--- src/rtl/pti_pkg.sv ---
package pti_pkg;
	// Register byte offsets on the APB bus
	localparam logic [7:0] OFS_COUNTER   = 8'h00; // Main counter
	localparam logic [7:0] OFS_MODE      = 8'h04; // Timer mode register
	localparam logic [7:0] OFS_CTRL1     = 8'h08; // First timer control
	localparam logic [7:0] OFS_CTRL2     = 8'h0c; // Second timer control
	localparam logic [7:0] OFS_STATUS    = 8'h10; // Status flags
	localparam logic [7:0] OFS_IRQEN     = 8'h14; // Interrupt enables
	localparam logic [7:0] OFS_IRQCTL    = 8'h18; // Request flag and priority
	localparam logic [7:0] OFS_CMP_A     = 8'h1c; // Period compare
	localparam logic [7:0] OFS_CMP_B     = 8'h20; // Change point compare
	localparam logic [7:0] OFS_CMP_C     = 8'h24; // Wait point compare
	localparam logic [7:0] OFS_CMP_D     = 8'h28; // Buffered compare
	// Mode register fields
	localparam int MODE_RUN_BIT    = 0;            // Count run
	localparam int MODE_BUFC_BIT   = 1;            // Register C buffer select
	localparam int MODE_BUFD_BIT   = 2;            // Register D buffer select
	localparam int MODE_PWM2_BIT   = 3;            // Two-compare PWM mode enable
	// First control fields
	localparam int CTRL1_INIT_BIT  = 0;            // Initial output level
	localparam int CTRL1_SRC_LSB   = 1;            // Count source select, 3 bits
	localparam int CTRL1_CLR_BIT   = 4;            // Clear on period match
	localparam int CTRL1_OUTEN_BIT = 5;            // Pin is waveform output
	// Second control fields
	localparam int CTRL2_STOP_BIT  = 0;            // Stop at period match
	localparam int CTRL2_FILT_BIT  = 1;            // Capture digital filter
	localparam int CTRL2_CAPEN_BIT = 2;            // Capture enable on channel D
	// Status flag positions
	localparam int ST_MATCH_A      = 0;            // Compare match A
	localparam int ST_MATCH_B      = 1;            // Compare match B
	localparam int ST_MATCH_C      = 2;            // Compare match C
	localparam int ST_MATCH_D      = 3;            // Capture on channel D
	localparam int ST_OVF          = 4;            // Counter overflow
	localparam int NUM_SRC         = 5;            // Request sources
	// Reset values
	localparam logic [15:0] RST_CMP     = 16'hffff; // Compare registers
	localparam logic [15:0] RST_COUNTER = 16'h0000; // Counter and clear value
	// Capture filter samples, highest source code
	localparam int FILT_SAMPLES    = 3;            // Agreeing samples with filter
	localparam logic [2:0] SRC_MAX = 3'h4;         // Highest valid source code
endpackage

--- src/rtl/pti_timer.sv ---
// Notes on behaviour
// - Register A sets the PWM period
// - Register B sets the output change point
// - Register C sets wait change point
// - Register D buffers B or holds the capture count
// - Control one write drives initial level
// - Five sources merge into one request
// - Request when flag and enable both set
// - Request drops when flag or enable clears
// - Further events keep request at one
// - Acknowledge leaves flags; software clears them
// - Clear beats coincident counter write
// - Readback after write may be old
// - Capture copies counter four cycles after the pin rises, without filter
//
// Local design decisions: the placing of the registers and register access over APB.
module pti_timer (
	input  wire logic        clk,        // 50 MHz peripheral clock
	input  wire logic        reset_n,    // Async reset, active low
	input  wire logic        psel,       // APB select
	input  wire logic        penable,    // APB access phase
	input  wire logic        pwrite,     // APB write
	input  wire logic [7:0]  paddr,      // APB byte address
	input  wire logic [31:0] pwdata,     // APB write data
	input  wire logic [3:0]  pstrb,      // APB byte strobes
	output logic      [31:0] prdata,     // APB read data
	output logic             pready,     // APB ready
	output logic             pslverr,    // APB error
	input  wire logic        captureIn,  // Capture pin, channel D
	input  wire logic        irqAck,     // Interrupt acknowledge pulse
	output logic             pwmOut,     // PWM output pin level
	output logic             pwmOutEn,   // PWM pin output enable
	output logic             irqRequest, // Request flag to controller
	output logic      [2:0]  irqPriority // Request priority level
);
	// Whole block state in one record, registered in one place
	typedef struct packed {
		logic [15:0] counter;  // Main counter
		logic [3:0]  mode;     // Timer mode register
		logic [5:0]  ctrl1;    // First timer control
		logic [2:0]  ctrl2;    // Second timer control
		logic [4:0]  status;   // Status flags
		logic [4:0]  readOne;  // Flag was read as one
		logic [4:0]  irqEn;    // Interrupt enables
		logic [2:0]  prio;     // Priority field
		logic [15:0] cmpA;     // Period compare
		logic [15:0] cmpB;     // Change point compare
		logic [15:0] cmpC;     // Wait point compare
		logic [15:0] cmpD;     // Buffered compare
		logic        pwm;      // Output level
		logic        pwmEn;    // Output enable
		logic        irq;      // Request flag
		logic [31:0] rdata;    // Read data
		logic        ready;    // Ready
		logic        err;      // Error
	} pti_state_s;
	pti_state_s cur;
	pti_state_s next_cur;

	// Decode and event nets, all on the same clock
	// None of these leaves the block, so glitches here stay harmless
	logic        tick;      // Count source pulse
	logic        capEdge;   // Capture edge pulse
	logic        run;       // Counting enabled
	logic        wrAccess;  // APB write in access phase
	logic        rdAccess;  // APB read in access phase
	logic        hit;       // Address mapped
	logic        matchA;    // Counter equals period
	logic        clrNow;    // Clear on period this cycle
	logic [15:0] wdat;      // Low half write data
	logic [4:0]  events;    // Hardware flag sets
	logic        initLevel; // Initial output level

	// Counting follows the run bit of the mode register
	assign run       = cur.mode[pti_pkg::MODE_RUN_BIT];
	// Access phase before ready is the one edge that commits a transfer
	// Gating with ready keeps a held request from acting twice
	assign wrAccess  = psel & penable & pwrite & ~cur.ready;
	assign rdAccess  = psel & penable & ~pwrite & ~cur.ready;
	// Only the low half carries data; upper bits are ignored
	assign wdat      = pwdata[15:0];
	// Level the pin returns to at period end and on stop
	assign initLevel = cur.ctrl1[pti_pkg::CTRL1_INIT_BIT];

	// Count source divider
	// Divider restarts at every start, so the first tick is a full step away
	pti_prescaler u_pre (
		.clk     (clk),
		.reset_n (reset_n),
		.run     (run),
		.srcSel  (cur.ctrl1[pti_pkg::CTRL1_SRC_LSB +: 3]),
		.tick    (tick)
	);

	// Capture pin synchroniser
	// Three flops add latency to a capture; the price of a safe pin crossing
	pti_capture_sync u_cap (
		.clk      (clk),
		.reset_n  (reset_n),
		.pinIn    (captureIn),
		.filterOn (cur.ctrl2[pti_pkg::CTRL2_FILT_BIT]),
		.edgeSeen (capEdge)
	);

	// Address decode
	// Only aligned words inside the map are claimed; the rest get an error
	// Byte lanes are not checked here
	always_comb begin
		case (paddr)
			pti_pkg::OFS_COUNTER, pti_pkg::OFS_MODE, pti_pkg::OFS_CTRL1,
			pti_pkg::OFS_CTRL2, pti_pkg::OFS_STATUS, pti_pkg::OFS_IRQEN,
			pti_pkg::OFS_IRQCTL, pti_pkg::OFS_CMP_A, pti_pkg::OFS_CMP_B,
			pti_pkg::OFS_CMP_C, pti_pkg::OFS_CMP_D: hit = 1'b1;
			default: hit = 1'b0;
		endcase
	end

	// Period match seen by every compare user
	assign matchA = (cur.counter == cur.cmpA);
	// Clear on period needs a tick, so it only fires while counting
	assign clrNow = tick & matchA & cur.ctrl1[pti_pkg::CTRL1_CLR_BIT];

	// Hardware events for the status flags
	// Each source pulses for one cycle; the flag itself is sticky
	// Overflow is suppressed when the clear on period already wraps
	always_comb begin
		events = 5'h00;
		events[pti_pkg::ST_MATCH_A] = tick & matchA;
		events[pti_pkg::ST_MATCH_B] = tick & (cur.counter == cur.cmpB);
		events[pti_pkg::ST_MATCH_C] = tick & (cur.counter == cur.cmpC);
		events[pti_pkg::ST_MATCH_D] = capEdge & cur.ctrl2[pti_pkg::CTRL2_CAPEN_BIT];
		events[pti_pkg::ST_OVF]     = tick & (&cur.counter) & ~clrNow;
	end

	// Next-state logic: bus, counter, PWM, flags, request
	always_comb begin
		next_cur = cur;
		// Bus answer lines default to idle; they stand one cycle only
		next_cur.ready = 1'b0;
		next_cur.err = 1'b0;

		// Counter advance; period clear wins over a coincident write
		// Counter wraps from all ones to zero and flags overflow
		if (tick) begin
			next_cur.counter = cur.counter + 16'h0001;
		end
		// Software write needs both low byte lanes; a partial write is dropped
		if (wrAccess && hit && paddr == pti_pkg::OFS_COUNTER && pstrb[1:0] == 2'h3) begin
			next_cur.counter = wdat;
		end
		// A write landing on the wrap edge is lost, as software must expect
		// clear wins write
		if (clrNow) begin
			next_cur.counter = pti_pkg::RST_COUNTER;
		end

		// Compare matches steer the pin only in two-compare PWM mode
		// period from A
		if (tick && matchA && cur.mode[pti_pkg::MODE_PWM2_BIT]) begin
			// Period end: back to initial level
			next_cur.pwm = initLevel;
			// Period end also loads the buffered change point
			// D buffers B
			if (cur.mode[pti_pkg::MODE_BUFD_BIT]) begin
				next_cur.cmpB = cur.cmpD;
			end
			// Stop is honoured only in PWM mode, where the period is defined
			// Stop at period match, output to initial level
			if (cur.ctrl2[pti_pkg::CTRL2_STOP_BIT]) begin
				next_cur.mode[pti_pkg::MODE_RUN_BIT] = 1'b0;
			end
		end else if (tick && cur.mode[pti_pkg::MODE_PWM2_BIT]) begin
			// C takes priority over B should both ever match together
			// wait point C
			if (!cur.mode[pti_pkg::MODE_BUFC_BIT] && cur.counter == cur.cmpC) begin
				next_cur.pwm = ~initLevel;
			end else if (cur.counter == cur.cmpB) begin
				next_cur.pwm = initLevel;
			end
		end

		// A bus write to D in the same cycle wins over the capture
		// capture copy
		if (events[pti_pkg::ST_MATCH_D]) begin
			next_cur.cmpD = cur.counter;
		end

		// Register writes take effect in the access cycle
		// Unmapped writes are dropped; the error is raised further down
		if (wrAccess && hit) begin
			case (paddr)
				pti_pkg::OFS_MODE: begin
					// Run bit and buffer selects are taken as a whole nibble
					next_cur.mode = pwdata[3:0];
					// Stopping the count returns the pin to its initial level
					if (!pwdata[pti_pkg::MODE_RUN_BIT]) begin
						next_cur.pwm = initLevel;
					end
				end
				pti_pkg::OFS_CTRL1: begin
					next_cur.ctrl1 = pwdata[5:0];
					next_cur.pwm = pwdata[pti_pkg::CTRL1_INIT_BIT];
					// Pin enable follows the output select at once
					next_cur.pwmEn = pwdata[pti_pkg::CTRL1_OUTEN_BIT];
				end
				// Plain stores for the remaining registers
				pti_pkg::OFS_CTRL2:  next_cur.ctrl2 = pwdata[2:0];
				pti_pkg::OFS_IRQEN:  next_cur.irqEn = pwdata[4:0];
				pti_pkg::OFS_IRQCTL: next_cur.prio  = pwdata[3:1];
				pti_pkg::OFS_CMP_A:  next_cur.cmpA  = wdat;
				pti_pkg::OFS_CMP_B:  next_cur.cmpB  = wdat;
				pti_pkg::OFS_CMP_C:  next_cur.cmpC  = wdat;
				pti_pkg::OFS_CMP_D:  next_cur.cmpD  = wdat;
				default: begin
					// Status is handled below, counter above
				end
			endcase
		end

		// Only flags seen as one by an earlier read can be cleared
		// zero after read clears
		if (wrAccess && paddr == pti_pkg::OFS_STATUS) begin
			next_cur.status = cur.status & ~(cur.readOne & ~pwdata[4:0]);
			next_cur.readOne = cur.readOne & pwdata[4:0];
		end
		// Remember which flags a status read showed as one
		if (rdAccess && paddr == pti_pkg::OFS_STATUS) begin
			next_cur.readOne = cur.status;
		end
		// Set wins over a clear in the same cycle
		// A lost event would leave the handler blind to its source
		next_cur.status = next_cur.status | events;

		// Request is a plain function of flags and enables, never latched
		// A pending request survives new events without a glitch
		// ack keeps flags
		// Acknowledge is ignored here; only software clears status
		// five sources merged
		next_cur.irq = |(next_cur.status & next_cur.irqEn);

		// Read mux, sampled into the answer register
		// Reads see the value after any earlier write has settled
		// reads registered values
		if (rdAccess) begin
			case (paddr)
				// Unused upper bits read as zero
				pti_pkg::OFS_COUNTER: next_cur.rdata = {16'h0000, cur.counter};
				pti_pkg::OFS_MODE:    next_cur.rdata = {28'h0000000, cur.mode};
				pti_pkg::OFS_CTRL1:   next_cur.rdata = {26'h0000000, cur.ctrl1};
				pti_pkg::OFS_CTRL2:   next_cur.rdata = {29'h00000000, cur.ctrl2};
				pti_pkg::OFS_STATUS:  next_cur.rdata = {27'h0000000, cur.status};
				pti_pkg::OFS_IRQEN:   next_cur.rdata = {27'h0000000, cur.irqEn};
				// Request flag sits at bit 0 below the priority
				pti_pkg::OFS_IRQCTL:  next_cur.rdata = {28'h0000000, cur.prio, cur.irq};
				pti_pkg::OFS_CMP_A:   next_cur.rdata = {16'h0000, cur.cmpA};
				pti_pkg::OFS_CMP_B:   next_cur.rdata = {16'h0000, cur.cmpB};
				pti_pkg::OFS_CMP_C:   next_cur.rdata = {16'h0000, cur.cmpC};
				pti_pkg::OFS_CMP_D:   next_cur.rdata = {16'h0000, cur.cmpD};
				default:              next_cur.rdata = 32'h00000000;
			endcase
		end

		// One wait state; unmapped addresses answer with an error
		// Ready is a registered pulse, so the master sees exactly one wait state
		if (psel && penable && !cur.ready) begin
			next_cur.ready = 1'b1;
			next_cur.err = ~hit;
		end
	end

	// State register
	always_ff @(posedge clk or negedge reset_n) begin
		if (!reset_n) begin
			// All but the compare registers start at zero, the pin level included
			// Compare registers wake at all ones, away from the reset count
			cur <= '0;
			cur.cmpA <= pti_pkg::RST_CMP;
			cur.cmpB <= pti_pkg::RST_CMP;
			cur.cmpC <= pti_pkg::RST_CMP;
			cur.cmpD <= pti_pkg::RST_CMP;
		end else begin
			cur <= next_cur;
		end
	end

	// Outputs straight from flip-flops
	// No decode glitch can reach a pin or the bus this way
	assign prdata      = cur.rdata;
	assign pready      = cur.ready;
	assign pslverr     = cur.err;
	assign pwmOut      = cur.pwm;
	assign pwmOutEn    = cur.pwmEn;
	assign irqRequest  = cur.irq;
	assign irqPriority = cur.prio;
endmodule

--- src/rtl/pti_prescaler.sv ---
// Count-source tick generator: f1 divided by 1,2,4,8,32
module pti_prescaler (
	input  wire logic       clk,     // Peripheral base clock
	input  wire logic       reset_n, // Async reset, active low
	input  wire logic       run,     // Counting enabled
	input  wire logic [2:0] srcSel,  // Count source select
	output logic            tick     // One-cycle count pulse
);
	typedef struct packed {
		logic [4:0] div; // Divider, held at zero while stopped
	} pti_pre_s;
	pti_pre_s cur;
	pti_pre_s next_cur;

	// Divider runs only while counting so each start is aligned
	always_comb begin
		next_cur = cur;
		next_cur.div = run ? cur.div + 5'h01 : 5'h00;
	end

	// Tick when the chosen divider bits are all ones
	always_comb begin
		case (srcSel)
			3'h0: tick = run;
			3'h1: tick = run & cur.div[0];
			3'h2: tick = run & (&cur.div[1:0]);
			3'h3: tick = run & (&cur.div[2:0]);
			default: tick = run & (&cur.div);
		endcase
	end

	// State register
	always_ff @(posedge clk or negedge reset_n) begin
		if (!reset_n) begin
			cur <= '0;
		end else begin
			cur <= next_cur;
		end
	end
endmodule

--- src/rtl/pti_capture_sync.sv ---
// Three-stage pin synchroniser with edge detect and optional filter
module pti_capture_sync (
	input  wire logic clk,      // Timer clock
	input  wire logic reset_n,  // Async reset, active low
	input  wire logic pinIn,    // Raw capture pin
	input  wire logic filterOn, // Digital filter enable
	output logic      edgeSeen  // One-cycle rising edge pulse
);
	typedef struct packed {
		logic [2:0] sync;  // Sync chain, bit 0 is first stage
		logic       level; // Accepted level
		logic [1:0] agree; // Filter agreement count
	} pti_cap_s;
	pti_cap_s cur;
	pti_cap_s next_cur;
	logic     stable;

	// First stage only feeds the second; stages two and three vote
	always_comb begin
		next_cur = cur;
		next_cur.sync = {cur.sync[1:0], pinIn};
		stable = (cur.sync[1] == cur.sync[2]);
		edgeSeen = 1'b0;
		if (!filterOn) begin
			if (stable && cur.sync[2] != cur.level) begin
				next_cur.level = cur.sync[2];
				edgeSeen = cur.sync[2];
			end
		end else if (!stable || cur.sync[2] == cur.level) begin
			// Filter restarts on any disagreement
			next_cur.agree = 2'h0;
		end else if (cur.agree == 2'(pti_pkg::FILT_SAMPLES - 1)) begin
			next_cur.level = cur.sync[2];
			next_cur.agree = 2'h0;
			edgeSeen = cur.sync[2];
		end else begin
			next_cur.agree = cur.agree + 2'h1;
		end
	end

	// State register
	always_ff @(posedge clk or negedge reset_n) begin
		if (!reset_n) begin
			cur <= '0;
		end else begin
			cur <= next_cur;
		end
	end
endmodule

--- config.mk ---
export PLATFORM = sky130hd
export DESIGN_NAME = pti_timer
export DESIGN_NICKNAME = d
export VERILOG_FILES = /design/src/rtl/pti_pkg.sv /design/src/rtl/pti_timer.sv /design/src/rtl/pti_prescaler.sv /design/src/rtl/pti_capture_sync.sv
export SDC_FILE = /design/constraint.sdc
export NUM_CORES = 1
export LEC_CHECK = 0
export ABC_AREA = 1
export ABC_CLOCK_PERIOD_IN_PS = 2700
export BUFFER_PORTS_ARGS = -buffer_cell sky130_fd_sc_hd__buf_2
export CAP_MARGIN = 20
export CORE_UTILIZATION = 50
export CTS_CLUSTER_DIAMETER = 200
export CTS_CLUSTER_SIZE = 20
export DETAILED_ROUTE_END_ITERATION = 12
export PLACE_DENSITY = 0.79
export SYNTH_ARGS = -nofsm -noshare
export SYNTH_HDL_FRONTEND = slang
export SYNTH_SLANG_ARGS = --single-unit
--- constraint.sdc ---
create_clock -name clk -period 2.7 [get_ports clk]
set_input_delay 0.405 -clock clk [delete_from_list [all_inputs] [get_ports clk]]
set_output_delay 0.405 -clock clk [all_outputs]
set_load 0.005 [all_outputs]
==> results of run 1 <==
[kinds of logic (layout without fill, tap and decap cells)]
group	count (synthesis)	in the layout
flops	142	142
mux	1	1
compound gates	218	218
other cells	1	16
fa+ha+maj	4	4
buf+inv	202	222
xor+xnor	46	46
simple gates	507	507
[through the flow]
stage | area [µm²] | std cells | hold WS, ns | power [mW]
floorplan | 8741 | 1136 | 0.1094 | 2.283
global placement | 8866 | 1344 | 0.3337 | 2.370
detailed placement | 8866 | 1344 | 0.3370 | 2.374
CTS | 9443 | 1376 | 0.03382 | 4.665
global route | 9443 | 1376 | 0.04623 | 4.782
finish | 9443 | 1376 | -0.02003 | 4.644
[sequential cells by signal, summed over array words and instances, names as in the netlist]
signal / count
cur: 108
prdata: 16
u_cap.cur: 6
u_pre.cur: 5
irqPriority: 3
irqRequest: 1
pready: 1
pslverr: 1
pwmOut: 1
[cells in the mapped netlist (all sizes together)]
library cell / instances / area (µm²)
o211ai: 7 / 52.55
clkbuf: 9 / 33.78
nand3: 48 / 285.3
nand2: 364 / 1470
o21ai: 153 / 825.8
o2111ai: 1 / 8.760
and2: 3 / 18.77
xnor2: 6 / 52.55
mux2i: 1 / 10.01
xor2: 40 / 350.3
dfrtp: 78 / 1952
o21bai: 1 / 7.510
dfstp: 64 / 1682
nand4: 9 / 56.30
a32o: 1 / 10.01
a211oi: 7 / 52.55
nor3: 12 / 71.32
nor2: 68 / 324.1
inv: 117 / 454.2
a22o: 3 / 26.28
conb: 1 / 3.750
or2: 2 / 12.51
a21oi: 14 / 73.82
buf: 75 / 538.0
o21a: 1 / 7.510
a31oi: 1 / 6.260
nand3b: 1 / 7.510
o22ai: 29 / 237.7
ha: 4 / 50.05
clkinv: 1 / 3.750
[worst max path at each step]
stage,startpoint,to,slack [ns],depth (start not counted)
after floorplan,u_pre.cur[0],cur[83],0.69,15
after global placement,paddr[0],cur[134],0.36,12
after detailed placement,paddr[5],pwmOut,0.29,14
after CTS,u_pre.cur[0],cur[70],0.35,15
after global routing,u_pre.cur[0],cur[72],0.08,15
final,cur[132],irqRequest,0.28,11
[layout make-up]
cell class | instances | area share
timing repair buffer | 72 | 0.04465
inverter | 118 | 0.04850
multi-input combinational | 792 | 0.4318
sequential | 142 | 0.3848
clock buffer | 21 | 0.04876
clock inverter | 11 | 0.01232
tap | 220 | 0.02915
[layer usage]
layer | GRT usage | routed length (µm) | part of all wire
met1 | 0.3487 | 9399 | 0.42
met4 | 0.1275 | 846 | 0.037
met5 | 0 | 0 | 0
met3 | 0.07937 | 2327 | 0.10
met2 | 0.4062 | 10070 | 0.44
[worst max-delay path: cells and delay by family, from the launching register on]
kind,cells,cell delay [ns]
adder cells (fa/ha/maj),1,0.22
AND/OR/NAND/NOR,10,1.60
flip-flops,1,0.52
[cell usage in the layout, fill, tap and decap left out, types with 7 or more instances in the layout]
| cell | count |
|---|---|
| inv_2 | 14 |
| nor3_1 | 11 |
| nor2_1 | 54 |
| buf_2 | 54 |
| o211ai_1 | 7 |
| nand2_4 | 7 |
| o22ai_1 | 20 |
| inv_1 | 99 |
| a21oi_1 | 13 |
| o21ai_2 | 16 |
| dfrtp_1 | 78 |
| o22ai_2 | 9 |
| conb_1 | 16 |
| o21ai_0 | 78 |
| xor2_1 | 40 |
| o21ai_1 | 59 |
| clkbuf_16 | 17 |
| nand3_1 | 42 |
| buf_4 | 16 |
| nand2_1 | 353 |
| nor2_2 | 9 |
| dfstp_2 | 64 |
| nand4_1 | 9 |
| a211oi_1 | 7 |
[power breakdown]
part / internal, mW / switching (mW)
Combinational: 0.0442 / 0.144
Clock: 1.40 / 0.905
Sequential: 2.15 / 0.00515
Total: 3.59 / 1.06
==> results.json, run 1 <==
{
  "finalCriticalPeriod_ns": 2.422,
  "drtIter0Drc": 827,
  "synth_fa_ha_area_frac": 0.005763,
  "coreArea_mm2": 0.01676,
  "cts_tree": "built",
  "hold_class": "input port to async pin",
  "worst_slack_ns": 0.2783,
  "cp_cell_sequence": "ha_1 -> nand2_1 -> nor2_1 -> nand3_1 -> nor3_1 -> nand2_1 -> nor2_1 -> nand2_1 -> nand2_1 -> nand3_1 -> nand2_1",
  "slew_headroom": 0.4943,
  "critPathLaunchType": "register",
  "slowest_stage": "dfrtp_1",
  "ctsLongestPathBuffers": 2,
  "post_cts_resize_count": 0,
  "outcome": "complete, but fails checks",
  "endpoint_kind": "register",
  "final_util": 0.5634,
  "slowest_delay_ns": 0.52,
  "drv_slew": 0,
  "seq_area_mm2": 0.003633,
  "nFillCells": 1519,
  "synth_top_family_by_area": "simple AND/OR/NAND/NOR gates",
  "dieArea_mm2": 0.01790,
  "violations": "negative hold slack",
  "cts_root_buf": "clkbuf_16",
  "grtUsageTotal": 0.2671,
  "globalplace.congestion": 0.9772,
  "final_layout_size_suffix_gt1_frac": 0.2102,
  "dp_hpwl_mm": 15.64,
  "path_max_fanout": 8,
  "h-tree-depth": 4,
  "hold_buffers": 0,
  "yosysUniqueCellTypes": 48,
  "multi_input_area_mm2": 0.004078,
  "maxCapViolations": 0,
  "die_x_um": 133.8,
  "p_leak_nw": 4.495,
  "finalHoldViolCount": 10,
  "r2r_end": "irqRequest",
  "fin_crit_sh": 0.8969,
  "reg2reg_from": "cur[132]",
  "rsz0062_at_grt": "no",
  "die_h_um": 133.8,
  "place_ws_ns": 0.2913,
  "rrSetupSlack_ns": 0.28,
  "clk_pin_slew_worst_paths_ns": 0.06,
  "insertion_delay_ns": 0.43,
  "viasPerCell": 5.490,
  "syn_inst": 1121,
  "start_util": 0.5182,
  "ios": 91,
  "synthXorXnorAreaFrac": 0.04639,
  "ys_ff_latch": 142,
  "antenna_found_initial": 0,
  "timing.setup.tns_ns": 0,
  "crit_type": "register to register",
  "fin_skew_ns": 0.007857,
  "antennaDiodeCount": 0,
  "grt_first_pass_wirelength_mm": 36.54,
  "ys_warn_count": 0,
  "port_buffers": 55,
  "required_ns": 3.07,
  "num_rows": 47,
  "fmax_ghz": 0.4129,
  "drcViolationCount": 0,
  "gr-total-overflow": 0,
  "worstMarginPinSlew_ns": 0.7586,
  "synth-simple-area-share": 0.2586,
  "vias": 7554,
  "post_drt_wl_per_cell_um": 16.46,
  "critPathMostFrequentCell": "nand2_1",
  "final_nets": 1198,
  "critical_path_arrival_ns": 2.79,
  "synthMuxAreaShare": 0.001153,
  "drt-pass1-iter-count": 6,
  "first_global_vias": 7123,
  "postCtsSetupRepairBufs": 0,
  "syn_to_final_growth_pct": 8.731,
  "ys_seq_area_frac": 0.4184,
  "power.density_mw_per_mm2": 491.8,
  "final-setup-viol-count": 0,
  "grt_max_degree": 84,
  "peakVddDrop_uv": 523.1,
  "synth_compound_area_frac": 0.1507,
  "syn_area_per_cell_um2": 7.747,
  "synth_area_mm2": 0.008685,
  "finalWirelength_mm": 22.65,
  "cts.sinks": 142,
  "cts_buffers": 17,
  "holdWs_ns": -0.02003,
  "ant_nets": 0,
  "reg2reg_depth": 11
}
Note: power is estimated with default switching activity, not from simulation.
==> run 2, diff against run 1 <==
--- a/config.mk
+++ b/config.mk
@@ -5,15 +5,16 @@
 export SDC_FILE = /design/constraint.sdc
 export NUM_CORES = 1
 export LEC_CHECK = 0
-export ABC_AREA = 1
 export ABC_CLOCK_PERIOD_IN_PS = 2700
 export BUFFER_PORTS_ARGS = -buffer_cell sky130_fd_sc_hd__buf_2
 export CAP_MARGIN = 20
 export CORE_UTILIZATION = 50
+export CTS_BUF_LIST = sky130_fd_sc_hd__clkbuf_4 sky130_fd_sc_hd__clkbuf_8 sky130_fd_sc_hd__clkbuf_16
 export CTS_CLUSTER_DIAMETER = 200
 export CTS_CLUSTER_SIZE = 20
 export DETAILED_ROUTE_END_ITERATION = 12
-export PLACE_DENSITY = 0.79
+export PLACE_DENSITY = 0.8
 export SYNTH_ARGS = -nofsm -noshare
 export SYNTH_HDL_FRONTEND = slang
+export SYNTH_HIERARCHICAL = 1
 export SYNTH_SLANG_ARGS = --single-unit
==> results.json, run 2 <==
{
  "dpl.cell_count": 1005,
  "crit_type": "register to register",
  "syn_area_per_cell_um2": 10.43,
  "fmax_ghz": 0.3856,
  "outcome": "finished clean",
  "dp_hpwl_mm": 14.61,
  "rrSetupSlack_ns": 0.11,
  "required_ns": 3.01,
  "syn_inst": 763,
  "post_drt_wl_per_cell_um": 20.41,
  "globalplace.congestion": 0.9456,
  "syn_to_final_growth_pct": 14.09,
  "synth_top_area_frac": 0.2453,
  "insertion_delay_ns": 0.43,
  "ys_seq_area_frac": 0.4566,
  "finalCriticalPeriod_ns": 2.593,
  "finalWirelength_mm": 21.25,
  "async_flop_share": 1.000,
  "stdcell_area_mm2": 0.009079,
  "hold_class": "input port to register",
  "fin_skew_ns": 0.005938,
  "synthFlopType": "dfrtp_1",
  "holdWs_ns": 0.09699,
  "critPathLaunchType": "register",
  "cts.sinks": 142,
  "drtIter0Drc": 719,
  "place_area_mm2": 0.008414,
  "p_leak_nw": 4.002,
  "final_nets": 872,
  "cp_cell_sequence": "ha_2 -> and3_1 -> ha_1 -> o21ai_1 -> nor3_4 -> buf_6 -> nand3_2 -> nor3_4 -> nor4_2 -> buf_4 -> or2_2",
  "final_cell_mix": "78 x dfrtp_1, 64 x dfstp_2, 57 x nand2_1, 54 x buf_2, 47 x nor2_1",
  "cts_buffers": 17,
  "antenna_found_initial": 0,
  "coreArea_mm2": 0.01537,
  "ios": 91,
  "clk_pin_slew_worst_paths_ns": 0.06,
  "instances_no_fill": 1041,
  "vias": 6340,
  "critical_path_arrival_ns": 2.91,
  "final_common_cell": "dfrtp_1",
  "ys_ff_latch": 142,
  "finalHoldViolCount": 0,
  "cts_root_buf": "clkbuf_16",
  "yosysTopAreaCell": "dfrtp_1",
  "final-setup-viol-count": 0,
  "maxCapViolations": 0,
  "netlist_top_cells_count": "78 x dfrtp_1, 64 x dfstp_2, 57 x nand2_1",
  "worst_slack_ns": 0.1069,
  "nFillCells": 1218,
  "synth_edf_count": 0,
  "critPathMostFrequentCell": "nor3_4",
  "yosysMostFrequentCell": "dfrtp_1",
  "synthTopCellsByArea": "dfrtp_1 25%, dfstp_2 21%, mux2_2 6.5%",
  "grt_first_pass_wirelength_mm": 33.29,
  "finalPower_mw": 5.465,
  "antennaDiodeCount": 0,
  "die_x_um": 128.2,
  "h-tree-depth": 4,
  "cts_tree": "built",
  "worstMarginPinSlew_ns": 0.6018,
  "path_max_fanout": 6,
  "power.density_mw_per_mm2": 601.9,
  "slowest_delay_ns": 0.36,
  "grtUsageTotal": 0.2727,
  "die_h_um": 128.2,
  "viasPerCell": 6.090,
  "first_global_vias": 6145,
  "fin_crit_sh": 0.9604,
  "ant_nets": 0,
  "port_buffers": 55,
  "final_layout_size_suffix_gt1_frac": 0.3349,
  "drt-pass1-iter-count": 5,
  "dieArea_mm2": 0.01642,
  "slew_headroom": 0.5988,
  "grt_max_degree": 61,
  "endpoint_kind": "register",
  "peakVddDrop_uv": 483.8,
  "crit_buf_inv": 2,
  "largest_register_ffs": 108,
  "place_ws_ns": -0.008197,
  "num_rows": 45,
  "start_util": 0.5177,
  "yosysUniqueCellTypes": 67,
  "top_register": "cur",
  "slowest_stage": "dfrtp_1",
  "ctsLongestPathBuffers": 2,
  "drcViolationCount": 0,
  "critPathTopFamily": "simple AND/OR/NAND/NOR gates",
  "gr-total-overflow": 0,
  "drv_slew": 0,
  "synth_area_mm2": 0.007958,
  "ys_warn_count": 6
}
[run 2: cell count changes after synthesis, sizes merged, moves of 16 or more]
cell / previous run / this run
buf: 75 / 59
xnor2: 6 / 34
nand3: 48 / 12
mux2i: 1 / 34
inv: 117 / 10
mux2: 0 / 47
xor2: 40 / 18
o21ai: 153 / 44
o22ai: 29 / 2
nand2: 364 / 60
[run 2: power by group]
group          switching, mW  total (mW)  internal [mW]
combinational          0.364       0.671          0.306
sequential             0.179        2.44           2.27
clock                  0.861        2.35           1.49
[run 2: cell type report]
type                    count  area [µm²]  area share
multi-input cells         542        3867      0.4260
inverters                  11       41.29    0.004548
clock buffers              25       510.5     0.05623
clock inverters             7       85.08    0.009372
repair buffers            103       676.9     0.07456
flip-flops and latches    142        3633      0.4002
well taps                 211       264.0     0.02908
[run 2: final timing paths]
| path | startpoint | end | depth (start not counted) |
|---|---|---|---|
| worst min register to register | u_cap/cur[3] | u_cap/cur[4] | 0 |
| worst max register to register | u_pre/cur[1] | cur[118] | 11 |
| worst max-delay path | u_pre/cur[1] | cur[118] | 11 |
| max in group asynchronous | reset_n | cur[69] | 3 |
| min in group asynchronous | reset_n | pslverr | 2 |
| worst min-delay path | captureIn | u_cap/cur[3] | 1 |
[run 2: worst register-to-register path: cells and delay by family, from the launching register on]
kind / cells / cell delay [ns]
buffers and inverters: 2 / 0.32
DFF: 1 / 0.36
and+or+nand+nor: 6 / 1.34
AOI/OAI and AO/OA: 1 / 0.11
adders and majority gates: 2 / 0.36
[run 2: metal layers]
layer,vias up,track usage,share of wire
met5,-,0,0
met4,0,0.1266,0.028
met3,59,0.07429,0.084
met2,307,0.4322,0.47
met1,3130,0.3479,0.41
li1,2844,-,-
[run 2: logic make-up after synthesis]
logic type	count (synthesis)	synth area share
AND/OR/NAND/NOR	218	0.1552
AO/OA/AOI/OAI	171	0.1453
adder cells (fa/ha/maj)	4	0.006290
other	1	0.0004712
buffers and inverters	94	0.06966
flip-flops	142	0.4566
XOR/XNOR	52	0.05723
multiplexers	81	0.1093
[run 2: per-stage QoR]
stage	setup TNS [ns]	util
finish	0	0.5906
floorplan	0	-
detailed placement	-0.008197	0.5474
global route	-0.001337	0.5906
global placement	0	0.5474
CTS	0	0.5872
[run 2: what timing repair did]
item / 4_1_cts / 5_1_grt
cloned: 0 / 0
endpoints found under the hold margin: 34 / 0
hold buffers: 1 / 0
pin swaps: 0 / 4
resized for setup: 1 / 9
setup endpoints to repair: 4 / 20
setup buffers: 0 / 3
